$ cat config.mk
export PLATFORM = sky130hd
export DESIGN_NAME = mbrm_mapper
export DESIGN_NICKNAME = d
export VERILOG_FILES = /design/src/rtl/mbrm_pkg.sv /design/src/rtl/mbrm_mapper.sv
export SDC_FILE = /design/constraint.sdc
export NUM_CORES = 1
export LEC_CHECK = 0
export BUFFER_PORTS_ARGS = -buffer_cell sky130_fd_sc_hd__buf_2
export CORE_UTILIZATION = 58
export DETAILED_ROUTE_END_ITERATION = 7
export GPL_ROUTABILITY_DRIVEN = 0
export PLACE_DENSITY_LB_ADDON = 0.12
export SLEW_MARGIN = 25
export SYNTH_ARGS = -nofsm -noshare
export SYNTH_HDL_FRONTEND = slang
export SYNTH_SLANG_ARGS = --single-unit
$ cat constraint.sdc
create_clock -name clk_in -period 15.15 [get_ports clk_in]
set_input_delay 3.7875 -clock clk_in [delete_from_list [all_inputs] [get_ports clk_in]]
set_output_delay 3.7875 -clock clk_in [all_outputs]
set_load 0.02 [all_outputs]
$ cat src/rtl/mbrm_pkg.sv
// Constants for the request mapper: point blocks, function codes, limits.
// Assumes a single 20 MHz clock domain; no bus registers.
package mbrm_pkg;
  // ----------------------------------------
  // Slave addressing
  // ----------------------------------------
  localparam logic [7:0] ADDR_BCAST = 8'h00;
  localparam logic [7:0] ADDR_MIN = 8'h01;
  localparam logic [7:0] ADDR_MAX = 8'hf7;
  localparam logic [7:0] ADDR_RSVD = 8'hf7;
  localparam int MAX_SLAVES = 30;
  localparam int MAX_POINTS = 1000;
  // ----------------------------------------
  // Reference digits and function codes
  // ----------------------------------------
  localparam logic [3:0] DIG_COIL = 4'h0;
  localparam logic [3:0] DIG_DISC = 4'h1;
  localparam logic [3:0] DIG_INREG = 4'h3;
  localparam logic [3:0] DIG_HOLD = 4'h4;
  localparam logic [16:0] LOC_MAX = 17'h0ffff;
  localparam logic [7:0] FC_RD_COIL = 8'h01;
  localparam logic [7:0] FC_RD_DISC = 8'h02;
  localparam logic [7:0] FC_RD_HOLD = 8'h03;
  localparam logic [7:0] FC_RD_INREG = 8'h04;
  localparam logic [7:0] FC_WR_ONE_COIL = 8'h05;
  localparam logic [7:0] FC_WR_ONE_REG = 8'h06;
  localparam logic [7:0] FC_WR_COILS = 8'h0f;
  localparam logic [7:0] FC_WR_REGS = 8'h10;
  localparam logic [15:0] QTY_ONE = 16'h0001;
  localparam logic [15:0] QTY_TWO = 16'h0002;
  localparam logic [16:0] LOC_ONE = 17'h00001;
  typedef enum logic [1:0] {MBRM_COIL, MBRM_DISC, MBRM_INREG, MBRM_HOLD}
    mbrm_block_t;
endpackage

$ cat src/rtl/mbrm_mapper.sv
// Request mapper: turns a six-digit point reference into slave address,
// zero-based wire address, quantity and function code.
// Assumes requests come from logic on the same clock; one request at a time.

// Function
// - Unicast slave addresses 1..246 only; address 0 is broadcast to all.
// - Master has no own address; address 247 is reserved, never assigned.
// - At most 30 attached slaves, each with a distinct valid address.
// - At most 1000 enabled points; only those are polled or written.
// - Four data blocks, each location selected by a 16-bit address.
// - Coils and discrete inputs are 1 bit; registers are 16 bits.
// - A 32-bit value takes two adjacent registers, accessed together.
// - Six-digit reference: block digit 0,1,3,4, then five-digit location.
// - Wire address is the one-based location minus one.
// - Reads use codes 1 coils, 2 discretes, 3 holding, 4 input registers.
// - Writes use 15 for coils and 16 for registers, never 5 or 6.
// - Slaves without multi-register reads get one register per request; the mapper splits only wide reads, wide writes to them still carry two.
// - Each attached slave shows upstream as its own device instance.
module mbrm_mapper #(
  parameter int SLAVES = mbrm_pkg::MAX_SLAVES,
  parameter int POINTS = mbrm_pkg::MAX_POINTS
) (
  input wire logic clk_in,
  input wire logic rst_in,
  // Slave table load
  input wire logic slv_load_in,
  input wire logic [4:0] slv_idx_in,
  input wire logic [7:0] slv_addr_in,
  input wire logic slv_multi_in,
  input wire logic slv_en_in,
  output logic slv_load_ok_out,
  output logic slv_load_err_out,
  // Point enable count
  input wire logic pt_enable_in,
  input wire logic pt_disable_in,
  output logic pt_full_out,
  output logic [9:0] pt_count_out,
  // Request
  input wire logic req_valid_in,
  input wire logic [4:0] req_slave_in,
  input wire logic [3:0] req_digit_in,
  input wire logic [16:0] req_loc_in,
  input wire logic req_write_in,
  input wire logic req_wide_in,
  input wire logic req_bcast_in,
  input wire logic req_enabled_in,
  // Issued frame
  output logic out_valid_out,
  output logic [7:0] out_slave_out,
  output logic [7:0] out_func_out,
  output logic [15:0] out_addr_out,
  output logic [15:0] out_qty_out,
  output logic [4:0] out_inst_out,
  output logic out_bit_wide_out,
  output logic req_reject_out
);
  // Slot index and count widths only serve the documented limits
  if (SLAVES < 1 || SLAVES > mbrm_pkg::MAX_SLAVES)
    $error("SLAVES out of range");
  if (POINTS < 1 || POINTS > mbrm_pkg::MAX_POINTS)
    $error("POINTS out of range");

  // ----------------------------------------
  // Helpers
  // ----------------------------------------
  function automatic logic addr_ok(input logic [7:0] a);
    addr_ok = (a >= mbrm_pkg::ADDR_MIN) && (a < mbrm_pkg::ADDR_RSVD);
  endfunction

  function automatic logic [7:0] read_fc(input logic [3:0] d);
    case (d)
      mbrm_pkg::DIG_COIL: read_fc = mbrm_pkg::FC_RD_COIL;
      mbrm_pkg::DIG_DISC: read_fc = mbrm_pkg::FC_RD_DISC;
      mbrm_pkg::DIG_HOLD: read_fc = mbrm_pkg::FC_RD_HOLD;
      default: read_fc = mbrm_pkg::FC_RD_INREG;
    endcase
  endfunction

  // ----------------------------------------
  // Slave table
  // ----------------------------------------
  logic [7:0] tab_addr_q [SLAVES];
  logic [SLAVES-1:0] tab_en_q;
  logic [SLAVES-1:0] tab_multi_q;
  logic dup_d;
  logic load_good_d;

  always_comb
  begin
    dup_d = 1'b0;
    for (int i = 0; i < SLAVES; i++)
      if (tab_en_q[i] && tab_addr_q[i] == slv_addr_in &&
          i != int'(slv_idx_in))
        dup_d = 1'b1;
  end

  // Index past the table refuses the load; bad address or duplicate refuses only an enabling load
  assign load_good_d = (int'(slv_idx_in) < SLAVES) &&
    (!slv_en_in || (addr_ok(slv_addr_in) && !dup_d));

  always_ff @(posedge clk_in or posedge rst_in)
  begin
    if (rst_in)
    begin
      tab_en_q <= '0;
      tab_multi_q <= '0;
      for (int i = 0; i < SLAVES; i++)
        tab_addr_q[i] <= mbrm_pkg::ADDR_BCAST;
    end
    else if (slv_load_in && load_good_d)
    begin
      tab_en_q[slv_idx_in] <= slv_en_in;
      tab_multi_q[slv_idx_in] <= slv_multi_in;
      tab_addr_q[slv_idx_in] <= slv_addr_in;
    end
  end

  always_ff @(posedge clk_in or posedge rst_in)
  begin
    if (rst_in)
    begin
      slv_load_ok_out <= 1'b0;
      slv_load_err_out <= 1'b0;
    end
    else
    begin
      slv_load_ok_out <= slv_load_in && load_good_d;
      slv_load_err_out <= slv_load_in && !load_good_d;
    end
  end

  // ----------------------------------------
  // Enabled point count
  // ----------------------------------------
  logic [9:0] pt_cnt_q;
  assign pt_full_out = (int'(pt_cnt_q) >= POINTS);
  assign pt_count_out = pt_cnt_q;

  always_ff @(posedge clk_in or posedge rst_in)
  begin
    if (rst_in)
      pt_cnt_q <= '0;
    else if (pt_enable_in && !pt_disable_in && !pt_full_out)
      pt_cnt_q <= pt_cnt_q + 10'h001;
    else if (pt_disable_in && !pt_enable_in && pt_cnt_q != '0)
      pt_cnt_q <= pt_cnt_q - 10'h001;
  end

  // ----------------------------------------
  // Request decode
  // ----------------------------------------
  logic slot_ok_d;
  logic digit_ok_d;
  logic loc_ok_d;
  logic is_reg_d;
  logic write_ok_d;
  logic accept_d;
  logic [7:0] fc_d;
  logic [15:0] qty_d;
  logic [15:0] wire_addr_d;

  assign slot_ok_d = (int'(req_slave_in) < SLAVES) &&
    tab_en_q[req_slave_in];
  assign digit_ok_d = (req_digit_in == mbrm_pkg::DIG_COIL) ||
    (req_digit_in == mbrm_pkg::DIG_DISC) ||
    (req_digit_in == mbrm_pkg::DIG_INREG) ||
    (req_digit_in == mbrm_pkg::DIG_HOLD);
  // Wide value needs the second location still inside the 16-bit space
  assign loc_ok_d = (req_loc_in != '0) && (req_loc_in <= mbrm_pkg::LOC_MAX)
    && !(req_wide_in && req_loc_in == mbrm_pkg::LOC_MAX);
  assign is_reg_d = (req_digit_in == mbrm_pkg::DIG_INREG) ||
    (req_digit_in == mbrm_pkg::DIG_HOLD);
  // Only coils and holding registers are writable
  assign write_ok_d = !req_write_in || req_digit_in == mbrm_pkg::DIG_COIL
    || req_digit_in == mbrm_pkg::DIG_HOLD;
  // Broadcast only for writes, since nobody answers a broadcast read
  assign accept_d = req_valid_in && req_enabled_in && digit_ok_d &&
    loc_ok_d && write_ok_d && (req_bcast_in ? req_write_in : slot_ok_d)
    && !(req_wide_in && !is_reg_d);

  always_comb
  begin
    if (req_write_in)
      fc_d = is_reg_d ? mbrm_pkg::FC_WR_REGS : mbrm_pkg::FC_WR_COILS;
    else
      fc_d = read_fc(req_digit_in);
  end

  // Wide value: two registers at once, or one at a time for reads from simple slaves
  assign qty_d = (req_wide_in && (req_write_in || tab_multi_q[req_slave_in]))
    ? mbrm_pkg::QTY_TWO : mbrm_pkg::QTY_ONE;
  assign wire_addr_d = 16'(req_loc_in - mbrm_pkg::LOC_ONE);

  // ----------------------------------------
  // Issue; split wide read for single-read slaves
  // ----------------------------------------
  logic second_q;
  logic [15:0] second_addr_q;

  always_ff @(posedge clk_in or posedge rst_in)
  begin
    if (rst_in)
    begin
      out_valid_out <= 1'b0;
      out_slave_out <= mbrm_pkg::ADDR_BCAST;
      out_func_out <= 8'h00;
      out_addr_out <= 16'h0000;
      out_qty_out <= 16'h0000;
      out_inst_out <= 5'h00;
      out_bit_wide_out <= 1'b0;
      req_reject_out <= 1'b0;
      second_q <= 1'b0;
      second_addr_q <= 16'h0000;
    end
    else
    begin
      req_reject_out <= req_valid_in && !accept_d && !second_q;
      if (second_q)
      begin
        out_valid_out <= 1'b1;
        out_addr_out <= second_addr_q;
        second_q <= 1'b0;
      end
      else if (accept_d)
      begin
        out_valid_out <= 1'b1;
        out_slave_out <= req_bcast_in ? mbrm_pkg::ADDR_BCAST
                                      : tab_addr_q[req_slave_in];
        out_func_out <= fc_d;
        out_addr_out <= wire_addr_d;
        out_qty_out <= qty_d;
        out_inst_out <= req_slave_in;
        out_bit_wide_out <= is_reg_d;
        second_q <= req_wide_in && qty_d == mbrm_pkg::QTY_ONE;
        second_addr_q <= 16'(wire_addr_d + 16'h0001);
      end
      else
        out_valid_out <= 1'b0;
    end
  end
endmodule

==> impl_metrics.env, run 1 <==
export IMPL_slew_viol_final=0
export IMPL_routed_via_density=6.04
export IMPL_cts_path_max_buffers=3
export IMPL_hold_viol=0
export IMPL_cellPowerDensity_nw_per_um2=132
export IMPL_async_flop_share_pct=100
export IMPL_final_setup_tns_ps=0
export IMPL_pwr_share_comb_pct=26.6
export IMPL_crit_required_ps=15590
export IMPL_ios=120
export IMPL_yosys_warnings=0
export IMPL_synth_edf_count=0
export IMPL_max_slew_margin_pct=33.3
export IMPL_p_int_mw=2.25
export IMPL_r2r_slack_ps=11440
export IMPL_cts_root_buf="clkbuf_16"
export IMPL_synthFlopType="dfrtp_1"
export IMPL_cts_tree="yes"
export IMPL_drtPass1Iterations=5
export IMPL_worst_pin_slew_ps=997
export IMPL_maxCapViolCount=0
export IMPL_cts_setup_buffers=0
export IMPL_portBuffers=102
export IMPL_period_share_pct=49.3
export IMPL_p_sw_share_pct=30.2
export IMPL_power_share_clock_pct=31.2
export IMPL_synthCells=1734
export IMPL_crit_slowest_cell="buf_4"
export IMPL_setup_ws_ps=7670
export IMPL_synthesis_area_um2=22400
export IMPL_final_common_cell="dfrtp_1"
export IMPL_total_power_mw=3.22
export IMPL_hp_class="reg -> reg"
export IMPL_dieArea_um2=39400
export IMPL_n_antenna_cell=0
export IMPL_final_nets=1833
export IMPL_path_cells="buf_2 -> buf_4 -> xnor2_1 -> nand4_1 -> nor3_1 -> nor4_1 -> nand4_1 -> o41ai_4 -> buf_4 -> nand2_2 -> mux2_2"
export IMPL_ir_drop_v=0.0000898
export IMPL_dp_hpwl_mm=37.0
export IMPL_holdWs_ps=466
export IMPL_ys_ff_latch=368
export IMPL_fmax_mhz=134
export IMPL_numCtsBuffers=42
export IMPL_fin_crit_ps=7480
export IMPL_die_h_um=198
export IMPL_hold_buffers=0
export IMPL_crit_fanout=33
export IMPL_syn2layout_area_growth_pct=9.25
export IMPL_syn_avg_cell_area_um2=12.9
export IMPL_num_rows=71
export IMPL_track_usage_pct=29.4
export IMPL_place_ws_ps=7160
export IMPL_initial_core_util_pct=59.1
export IMPL_layout_common_cells="dfrtp_1, mux2_4, xnor2_1"
export IMPL_ant_nets=0
export IMPL_status="finished clean"
export IMPL_start_kind="input pin"
export IMPL_h_tree_depth=2
export IMPL_fp_dieW_um=198
export IMPL_fillCellCount=2883
export IMPL_grt_max_degree=177
export IMPL_clkLatencyLatePin_ps=570
export IMPL_vias=13935
export IMPL_finalClockSkew_ps=22.0
export IMPL_wl_per_cell_um=24.2
export IMPL_slowest_delay_ps=690
export IMPL_antenna_found_initial=0
export IMPL_cp_arrival_ps=7920
export IMPL_critPathKind="in -> reg"
export IMPL_core_um2=37800
export IMPL_cts_sinks=368
export IMPL_ctsResizeCount=0
export IMPL_wl_mm=55.8
export IMPL_crit_path_end_kind="register"
export IMPL_grt_pass1_wl_mm=87.5
export IMPL_clk_pin_slew_ps=60
export IMPL_rsz0062_at_grt="no"
export IMPL_drive_above_1_share_pct=34.0
export IMPL_gr_total_overflow=0
export IMPL_netSwitchingPower_uw=975
export IMPL_leakagePower_nw=11.0
export IMPL_fin_util_pct=64.6
export IMPL_finalSetupViolCount=0
export IMPL_drt_iter0_markers=1044
export IMPL_yosysSeqAreaShare_pct=41.1
export IMPL_ys_types=59
export IMPL_p_seq_share_pct=42.2
export IMPL_grt_pass1_vias=14198
export IMPL_drc=0
power groups by stage:
| stage | combinational [mW] | clock, mW | sequential (mW) |
|---|---|---|---|
| final | 0.857 | 1.01 | 1.36 |
| after global routing | 0.927 | 1.06 | 1.38 |
| after global placement | 0.836 | 0 | 1.36 |
| after detailed placement | 0.852 | 0 | 1.37 |
| after floorplan | 0.657 | 0 | 1.35 |
| after CTS | 0.858 | 1.03 | 1.35 |
registers in the layout, summed over array words and instances (netlist names), 5 cells and up:
| signal | cells |
|---|---|
| tab_en_q | 30 |
| out_inst_out | 5 |
| pt_count_out | 10 |
| second_addr_q | 16 |
| out_addr_out | 16 |
| out_slave_out | 8 |
| tab_addr_q | 240 |
| tab_multi_q | 30 |
| out_func_out | 5 |
per-layer routing:
layer | share of wire [%] | up-vias | track usage (%)
met5 | 0 | - | 0
met4 | 2.2 | 0 | 9.00
met3 | 6.0 | 77 | 5.61
met2 | 46 | 423 | 45.2
met1 | 46 | 7197 | 42.4
li1 | - | 6238 | -
cell usage after synthesis, types with 3 or more instances:
master	count	area (um2)
buf_1	15	56.3
nor3_1	28	140
o21a_1	3	22.5
xnor2_1	232	2030
o22ai_1	4	25.0
ha_1	11	138
nand4_1	39	244
buf_4	20	150
buf_2	31	155
nand3_1	32	160
dfrtp_1	368	9210
or3b_1	3	26.3
o211ai_1	21	158
nor2_1	65	244
clkbuf_1	73	274
or2_2	5	31.3
nor2b_1	5	31.3
o31ai_1	14	105
o221ai_1	3	26.3
nand2b_1	7	43.8
a211oi_1	3	22.5
mux2_2	17	191
mux2i_1	31	310
and2_1	5	31.3
xor2_1	46	403
mux2_4	290	4350
nor4_1	24	150
nand3b_1	6	45.0
buf_12	3	60.1
inv_1	17	63.8
mux4_2	80	1800
o21ai_0	54	270
a21oi_1	20	100
o2111ai_1	12	105
nand2_8	29	581
nand2_1	82	308
or3_1	5	31.3
nor3b_1	6	45.0
metrics by stage:
stage	cells	cell area, um2
floorplan	1750	22400
global placement	2235	23000
detailed placement	2236	23100
CTS	2308	24400
global route	2309	24500
finish	2309	24500
cell type report:
class / instances / area (um2) / share of cell area (%)
well taps: 511 / 639 / 2.61
repair buffers: 119 / 683 / 2.79
flip-flops and latches: 368 / 9210 / 37.7
clock buffers: 65 / 1320 / 5.40
clock inverters: 7 / 40.0 / 0.164
multi-input cells: 1221 / 12500 / 51.0
inverters: 18 / 80.1 / 0.327
worst max-delay path, delay by kind of cell:
| family | cells | cell delay (ps) |
|---|---|---|
| simple gates | 5 | 1310 |
| compound gates | 1 | 430 |
| xor+xnor | 1 | 140 |
| mux | 1 | 370 |
| buf+inv | 3 | 1830 |
path summary, 6_finish.rpt:
path                                              start                            to  depth (start not counted)
max                                      slv_addr_in[0]   tab_addr_q[238]$_DFFE_PP0P_                         11
min                        second_addr_q[7]$_DFFE_PP0P_  second_addr_q[7]$_DFFE_PP0P_                          2
max reg2reg                     tab_en_q[7]$_DFFE_PP0P_  second_addr_q[2]$_DFFE_PP0P_                          8
min reg2reg                second_addr_q[7]$_DFFE_PP0P_  second_addr_q[7]$_DFFE_PP0P_                          2
max in group asynchronous                        rst_in    tab_addr_q[63]$_DFFE_PP0P_                          5
min in group asynchronous                        rst_in    tab_multi_q[8]$_DFFE_PP0P_                          2
logic make-up (layout without fill, tap and decap cells):
| kind of cell | after synthesis | after routing | synth area share [%] |
|---|---|---|---|
| compound gates | 148 | 148 | 4.32 |
| mux | 418 | 418 | 29.7 |
| simple gates | 348 | 348 | 9.72 |
| other cells | 1 | 17 | 0.0168 |
| flops | 368 | 368 | 41.1 |
| xor+xnor | 278 | 278 | 10.9 |
| buf+inv | 161 | 209 | 3.46 |
| fa+ha+maj | 12 | 12 | 0.704 |
No activity file was read; power rests on OpenSTA's default activity.
==> run 2: changes to the inputs <==
==> constraint.sdc (replaced) <==
create_clock -name clk_in -period 7.5 [get_ports clk_in]
set_input_delay 1.875 -clock clk_in [delete_from_list [all_inputs] [get_ports clk_in]]
set_output_delay 1.875 -clock clk_in [all_outputs]
set_load 0.02 [all_outputs]
==> run 2 against run 1 <==
Against the previous run:
- clock skew rose by 2.4 ps
- critical path type unchanged
- first-iteration DRC count fell by 18%
- cell count rose by 0.52%
==> impl_metrics.env, run 2 (synthesis gave the netlist of run 1 again) <==
export IMPL_status="finished clean"
export IMPL_drc=0
export IMPL_cp_num_cells=11
export IMPL_worst_pin_slew_ps=935
export IMPL_crit_fanout=32
export IMPL_antenna_found_initial=5
export IMPL_initial_core_util_pct=59.1
export IMPL_reg_top3="tab_addr_q x240, tab_en_q x30, tab_multi_q x30"
export IMPL_fmax_mhz=182
export IMPL_core_um2=37800
export IMPL_rsz0062_at_grt="no"
export IMPL_crit_slowest_cell="o41ai_4"
export IMPL_ir_drop_v=0.000189
export IMPL_final_common_cell="dfrtp_1"
export IMPL_drt_iter0_markers=860
export IMPL_largest_reg_flops=240
export IMPL_start_kind="input pin"
export IMPL_grtUsageMet3_pct=7.12
export IMPL_max_slew_margin_pct=37.5
export IMPL_cp_arrival_ps=5920
export IMPL_crit_buf_inv=3
export IMPL_routed_via_density=6.08
export IMPL_grt_met1_usage_pct=42.0
export IMPL_h_tree_depth=2
export IMPL_period_share_pct=73.1
export IMPL_grt_pass1_vias=14645
export IMPL_clkLatencyLatePin_ps=580
export IMPL_wl_mm=57.7
export IMPL_grt_max_degree=165
export IMPL_die_h_um=198
export IMPL_critPathKind="in -> reg"
export IMPL_ant_nets=0
export IMPL_reg2reg_depth=9
export IMPL_use_met2_pct=47.7
export IMPL_fp_dieW_um=198
export IMPL_ctsResizeCount=0
export IMPL_gr_max_usage_layer="met2"
export IMPL_top_register="tab_addr_q"
export IMPL_finalSetupViolCount=0
export IMPL_dieArea_um2=39400
export IMPL_numCtsBuffers=42
export IMPL_leakagePower_nw=11.1
export IMPL_critPathTopFamily="buffers and inverters"
export IMPL_grt_pass1_wl_mm=90.0
export IMPL_hold_viol=0
export IMPL_cellPowerDensity_nw_per_um2=269
export IMPL_crit_required_ps=7940
export IMPL_layout_common_cells="dfrtp_1, mux2_4, xnor2_1"
export IMPL_vias=14121
export IMPL_cts_setup_buffers=0
export IMPL_cts_tree="yes"
export IMPL_maxCapViolCount=0
export IMPL_finalClockSkew_ps=24.4
export IMPL_hp_class="reg -> reg"
export IMPL_gr_total_overflow=0
export IMPL_slowest_delay_ps=760
export IMPL_dp_hpwl_mm=39.4
export IMPL_placed_area_um2=23200
export IMPL_final_setup_tns_ps=0
export IMPL_hold_buffers=0
export IMPL_drive_above_1_share_pct=34.4
export IMPL_portBuffers=102
export IMPL_drtPass1Iterations=4
export IMPL_crit_path_end_kind="register"
export IMPL_num_rows=71
export IMPL_fin_area_um2=24600
export IMPL_cts_sinks=368
export IMPL_clk_pin_slew_ps=60
export IMPL_wl_per_cell_um=24.9
export IMPL_min_delay_path_depth=2
export IMPL_final_nets=1845
export IMPL_syn2layout_area_growth_pct=9.83
export IMPL_fin_crit_ps=5480
export IMPL_cts_root_buf="clkbuf_16"
export IMPL_ios=120
export IMPL_cts_path_max_buffers=3
export IMPL_track_usage_pct=30.7
export IMPL_slew_viol_final=0
export IMPL_path_cells="buf_2 -> buf_4 -> xnor2_1 -> o211ai_1 -> nor3_1 -> nor4_1 -> nand4_1 -> o41ai_4 -> buf_12 -> nand2_8 -> mux2_4"
run 2: cell count changes in the layout (fill, tap and decap cells not counted), sizes merged:
cell    change
diode       +3
clkinv      -1
buf        +12
clkbuf      -5
bufinv      +3
run 2: path summary, 6_finish.rpt:
check	startpoint	to	slack, ps
worst max-delay path	slv_addr_in[2]	tab_multi_q[17]$_DFFE_PP0P_	2020
worst min-delay path	out_func_out[2]$_DFFE_PP0P_	out_func_out[2]$_DFFE_PP0P_	470
worst max register to register	tab_en_q[7]$_DFFE_PP0P_	out_inst_out[1]$_DFFE_PP0P_	3840
worst min register to register	out_func_out[2]$_DFFE_PP0P_	out_func_out[2]$_DFFE_PP0P_	470
max in group asynchronous	rst_in	second_q$_DFF_PP0_	4560
min in group asynchronous	rst_in	out_addr_out[11]$_DFFE_PP0P_	1490
run 2: through the flow:
step                      hold slack [ps]  util, %  total power, mW  worst slack (ps)  std cells
final                                 474     65.0             6.60              2020       2321
after global routing                  497     64.9             6.91              1920       2319
after CTS                             477     64.9             6.63              2060       2317
after detailed placement              463     61.2             4.51              1470       2248
after global placement                452     61.2             4.45              1540       2248
after floorplan                       439        -             4.05               687       1750
run 2: layout make-up:
cell class                      count  area, um2
Tap cell                          511        639
Fill cell                        2904      13300
Sequential cell                   368       9210
Inverter                           18       71.3
Timing Repair Buffer              131        791
Multi-Input combinational cell   1221      12500
Clock buffer                       60       1260
Clock inverter                      9        126
Antenna cell                        3       7.51
run 2: power breakdown:
part / leakage (nW) / switching (mW) / total, mW / internal [mW]
sequential: 4.69 / 0.378 / 2.75 / 2.37
clock: 0.683 / 0.838 / 2.10 / 1.26
combinational: 5.69 / 0.772 / 1.75 / 0.979
total: 11.1 / 1.99 / 6.60 / 4.61
run 2: layer usage:
layer | vias up | part of all wire [%]
met5 | - | 0.014
met4 | 2 | 3.1
met3 | 92 | 6.5
met2 | 431 | 46
met1 | 7331 | 44
li1 | 6265 | -
run 2: tightest hold or removal path: stages, from the launching register on:
cell and delay (ps):
dfrtp_1 340, nand2_1 50, o21ai_0 60
==> run 3: changes to the inputs <==
--- a/config.mk
+++ b/config.mk
@@ -6,7 +6,7 @@
 export NUM_CORES = 1
 export LEC_CHECK = 0
 export BUFFER_PORTS_ARGS = -buffer_cell sky130_fd_sc_hd__buf_2
-export CORE_UTILIZATION = 58
+export CORE_UTILIZATION = 56
 export DETAILED_ROUTE_END_ITERATION = 7
 export GPL_ROUTABILITY_DRIVEN = 0
 export PLACE_DENSITY_LB_ADDON = 0.12
==> constraint.sdc (replaced) <==
create_clock -name clk_in -period 5 [get_ports clk_in]
set_input_delay 1.25 -clock clk_in [delete_from_list [all_inputs] [get_ports clk_in]]
set_output_delay 1.25 -clock clk_in [all_outputs]
set_load 0.02 [all_outputs]
==> run 3 against run 2 <==
Against the previous run:
- hold slack better by 0.53 ps
- sequential power grew 50%
- setup slack worse by 1200 ps
- clock-buffer cell count is 2 higher
- clock power increased by 62%
- sequential share of layout area fell by 0.79 points
- critical path depth up 1
- critical endpoint is now tab_addr_q[217]$_DFFE_PP0P_
- largest power group unchanged
==> impl_metrics.env, run 3 (synthesis gave the netlist of run 1 again) <==
export IMPL_status="finished clean"
export IMPL_drive_above_1_share_pct=35.9
export IMPL_dieArea_um2=40800
export IMPL_reg_top3="tab_addr_q x240, tab_en_q x30, tab_multi_q x30"
export IMPL_fin_crit_ps=4140
export IMPL_slew_viol_final=0
export IMPL_start_kind="input pin"
export IMPL_top_register="tab_addr_q"
export IMPL_layout_common_cells="dfrtp_1, mux2_4, xnor2_1"
export IMPL_portBuffers=102
export IMPL_fmax_mhz=241
export IMPL_cellPowerDensity_nw_per_um2=406
export IMPL_ir_drop_v=0.000320
export IMPL_hold_viol=0
export IMPL_grt_max_degree=107
export IMPL_crit_required_ps=5440
export IMPL_reg2reg_from="pt_count_out[3]$_DFFE_PP0P_"
export IMPL_p_seq_share_pct=40.5
export IMPL_cts_tree="yes"
export IMPL_crit_slowest_cell="buf_2"
export IMPL_ios=120
export IMPL_pwr_share_comb_pct=26.2
export IMPL_initial_core_util_pct=57.4
export IMPL_holdWs_ps=474
export IMPL_die_h_um=202
export IMPL_dp_hpwl_mm=40.8
export IMPL_final_setup_tns_ps=0
export IMPL_hold_buffers=0
export IMPL_fp_dieW_um=202
export IMPL_h_tree_depth=2
export IMPL_wl_mm=58.7
export IMPL_power_share_clock_pct=33.4
export IMPL_fillCellCount=2987
export IMPL_setup_ws_ps=857
export IMPL_drt_iter0_markers=1071
export IMPL_num_rows=72
export IMPL_place_ws_ps=230
export IMPL_clkLatencyLatePin_ps=570
export IMPL_total_power_mw=10.2
export IMPL_ctsResizeCount=0
export IMPL_track_usage_pct=29.7
export IMPL_cts_path_max_buffers=3
export IMPL_core_um2=39000
export IMPL_slowest_delay_ps=560
export IMPL_clk_pin_slew_ps=60
export IMPL_largest_reg_flops=240
export IMPL_cts_root_buf="clkbuf_16"
export IMPL_leakagePower_nw=11.3
export IMPL_fin_util_pct=64.4
export IMPL_worstHoldStart="out_func_out[3]$_DFFE_PP0P_"
export IMPL_finalClockSkew_ps=12.1
export IMPL_cp_arrival_ps=4590
export IMPL_final_common_cell="dfrtp_1"
export IMPL_vias=14476
export IMPL_wl_per_cell_um=24.8
export IMPL_cts_sinks=368
export IMPL_grt_pass1_vias=14714
export IMPL_worst_pin_slew_ps=910
export IMPL_gr_total_overflow=0
export IMPL_numCtsBuffers=42
export IMPL_rsz0062_at_grt="no"
export IMPL_drc=0
export IMPL_cts_setup_buffers=0
export IMPL_syn2layout_area_growth_pct=12.2
export IMPL_hp_class="reg -> reg"
export IMPL_grt_pass1_wl_mm=92.6
export IMPL_maxCapViolCount=0
export IMPL_p_sw_share_pct=29.7
export IMPL_path_cells="buf_2 -> buf_4 -> xnor2_1 -> nand4_1 -> nor3_1 -> nor4_1 -> nand4_1 -> o41ai_4 -> buf_12 -> buf_12 -> nand2_8 -> mux2_4"
export IMPL_drtPass1Iterations=5
export IMPL_netSwitchingPower_mw=3.02
export IMPL_p_int_mw=7.16
export IMPL_multi_input_area_um2=12500
export IMPL_antenna_found_initial=2
export IMPL_ant_nets=0
export IMPL_finalSetupViolCount=0
export IMPL_max_slew_margin_pct=39.1
export IMPL_final_nets=1877
export IMPL_period_share_pct=82.9
export IMPL_crit_path_end_kind="register"
export IMPL_crit_fanout=19
export IMPL_critPathKind="in -> reg"
export IMPL_layout_area_seq_um2=9210
export IMPL_routed_via_density=6.12
export IMPL_startpoint="slv_addr_in[1]"
==> run 3: cell count changes in the layout (fill, tap and decap cells not counted), moves of 2 or more <==
cell	delta
bufinv_16	+3
buf_4	+20
clkinv_2	+4
clkbuf_8	+3
diode_2	-2
buf_12	+12
==> run 3: cell type report <==
cell class | instances | share of cell area, %
Multi-Input combinational cell | 1221 | 49.7
Sequential cell | 368 | 36.7
Clock buffer | 62 | 5.18
Timing Repair Buffer | 163 | 4.64
Tap cell | 518 | 2.58
Clock inverter | 16 | 0.937
Inverter | 18 | 0.284
Antenna cell | 1 | 0.00997
==> run 3: final timing paths <==
kind                                          endpoint  slack, ps  cells past startpoint
max in group asynchronous   tab_addr_q[83]$_DFFE_PP0P_       3190                      3
hold / removal             out_func_out[3]$_DFFE_PP0P_        470                      2
min in group asynchronous  out_inst_out[0]$_DFFE_PP0P_        790                      2
hold reg to reg            out_func_out[3]$_DFFE_PP0P_        470                      2
setup / recovery           tab_addr_q[217]$_DFFE_PP0P_        860                     12
setup reg to reg           pt_count_out[9]$_DFFE_PP0P_       1660                     13
==> run 3: metal layers <==
metal	track usage (%)	share of wire [%]	wire [um]	vias up
met4	9.60	2.9	1710	2
met1	43.7	46	26700	7572
met5	0	0.029	17	-
li1	-	-	-	6333
met2	45.5	46	26900	454
met3	4.05	5.7	3350	115
==> run 3: power groups by stage <==
| stage | Clock (mW) | Sequential (mW) | Combinational, mW |
|---|---|---|---|
| after global routing | 3.54 | 4.19 | 2.87 |
| final | 3.40 | 4.12 | 2.66 |
| after global placement | 0 | 4.12 | 2.60 |
| after detailed placement | 0 | 4.15 | 2.65 |
| after CTS | 3.45 | 4.11 | 2.67 |
| after floorplan | 0 | 4.08 | 1.99 |
==> run 3: through the flow <==
step	std cells	cell area (um2)
after floorplan	1750	22400
after global placement	2288	23600
after detailed placement	2288	23600
after CTS	2366	25100
after global routing	2366	25100
final	2367	25100
==> run 3: worst max-delay path, delay by kind of cell <==
kind / cells / cell delay (ps)
compound gates: 1 / 510
xor+xnor: 1 / 90
buf+inv: 4 / 1260
mux: 1 / 330
simple gates: 5 / 1110
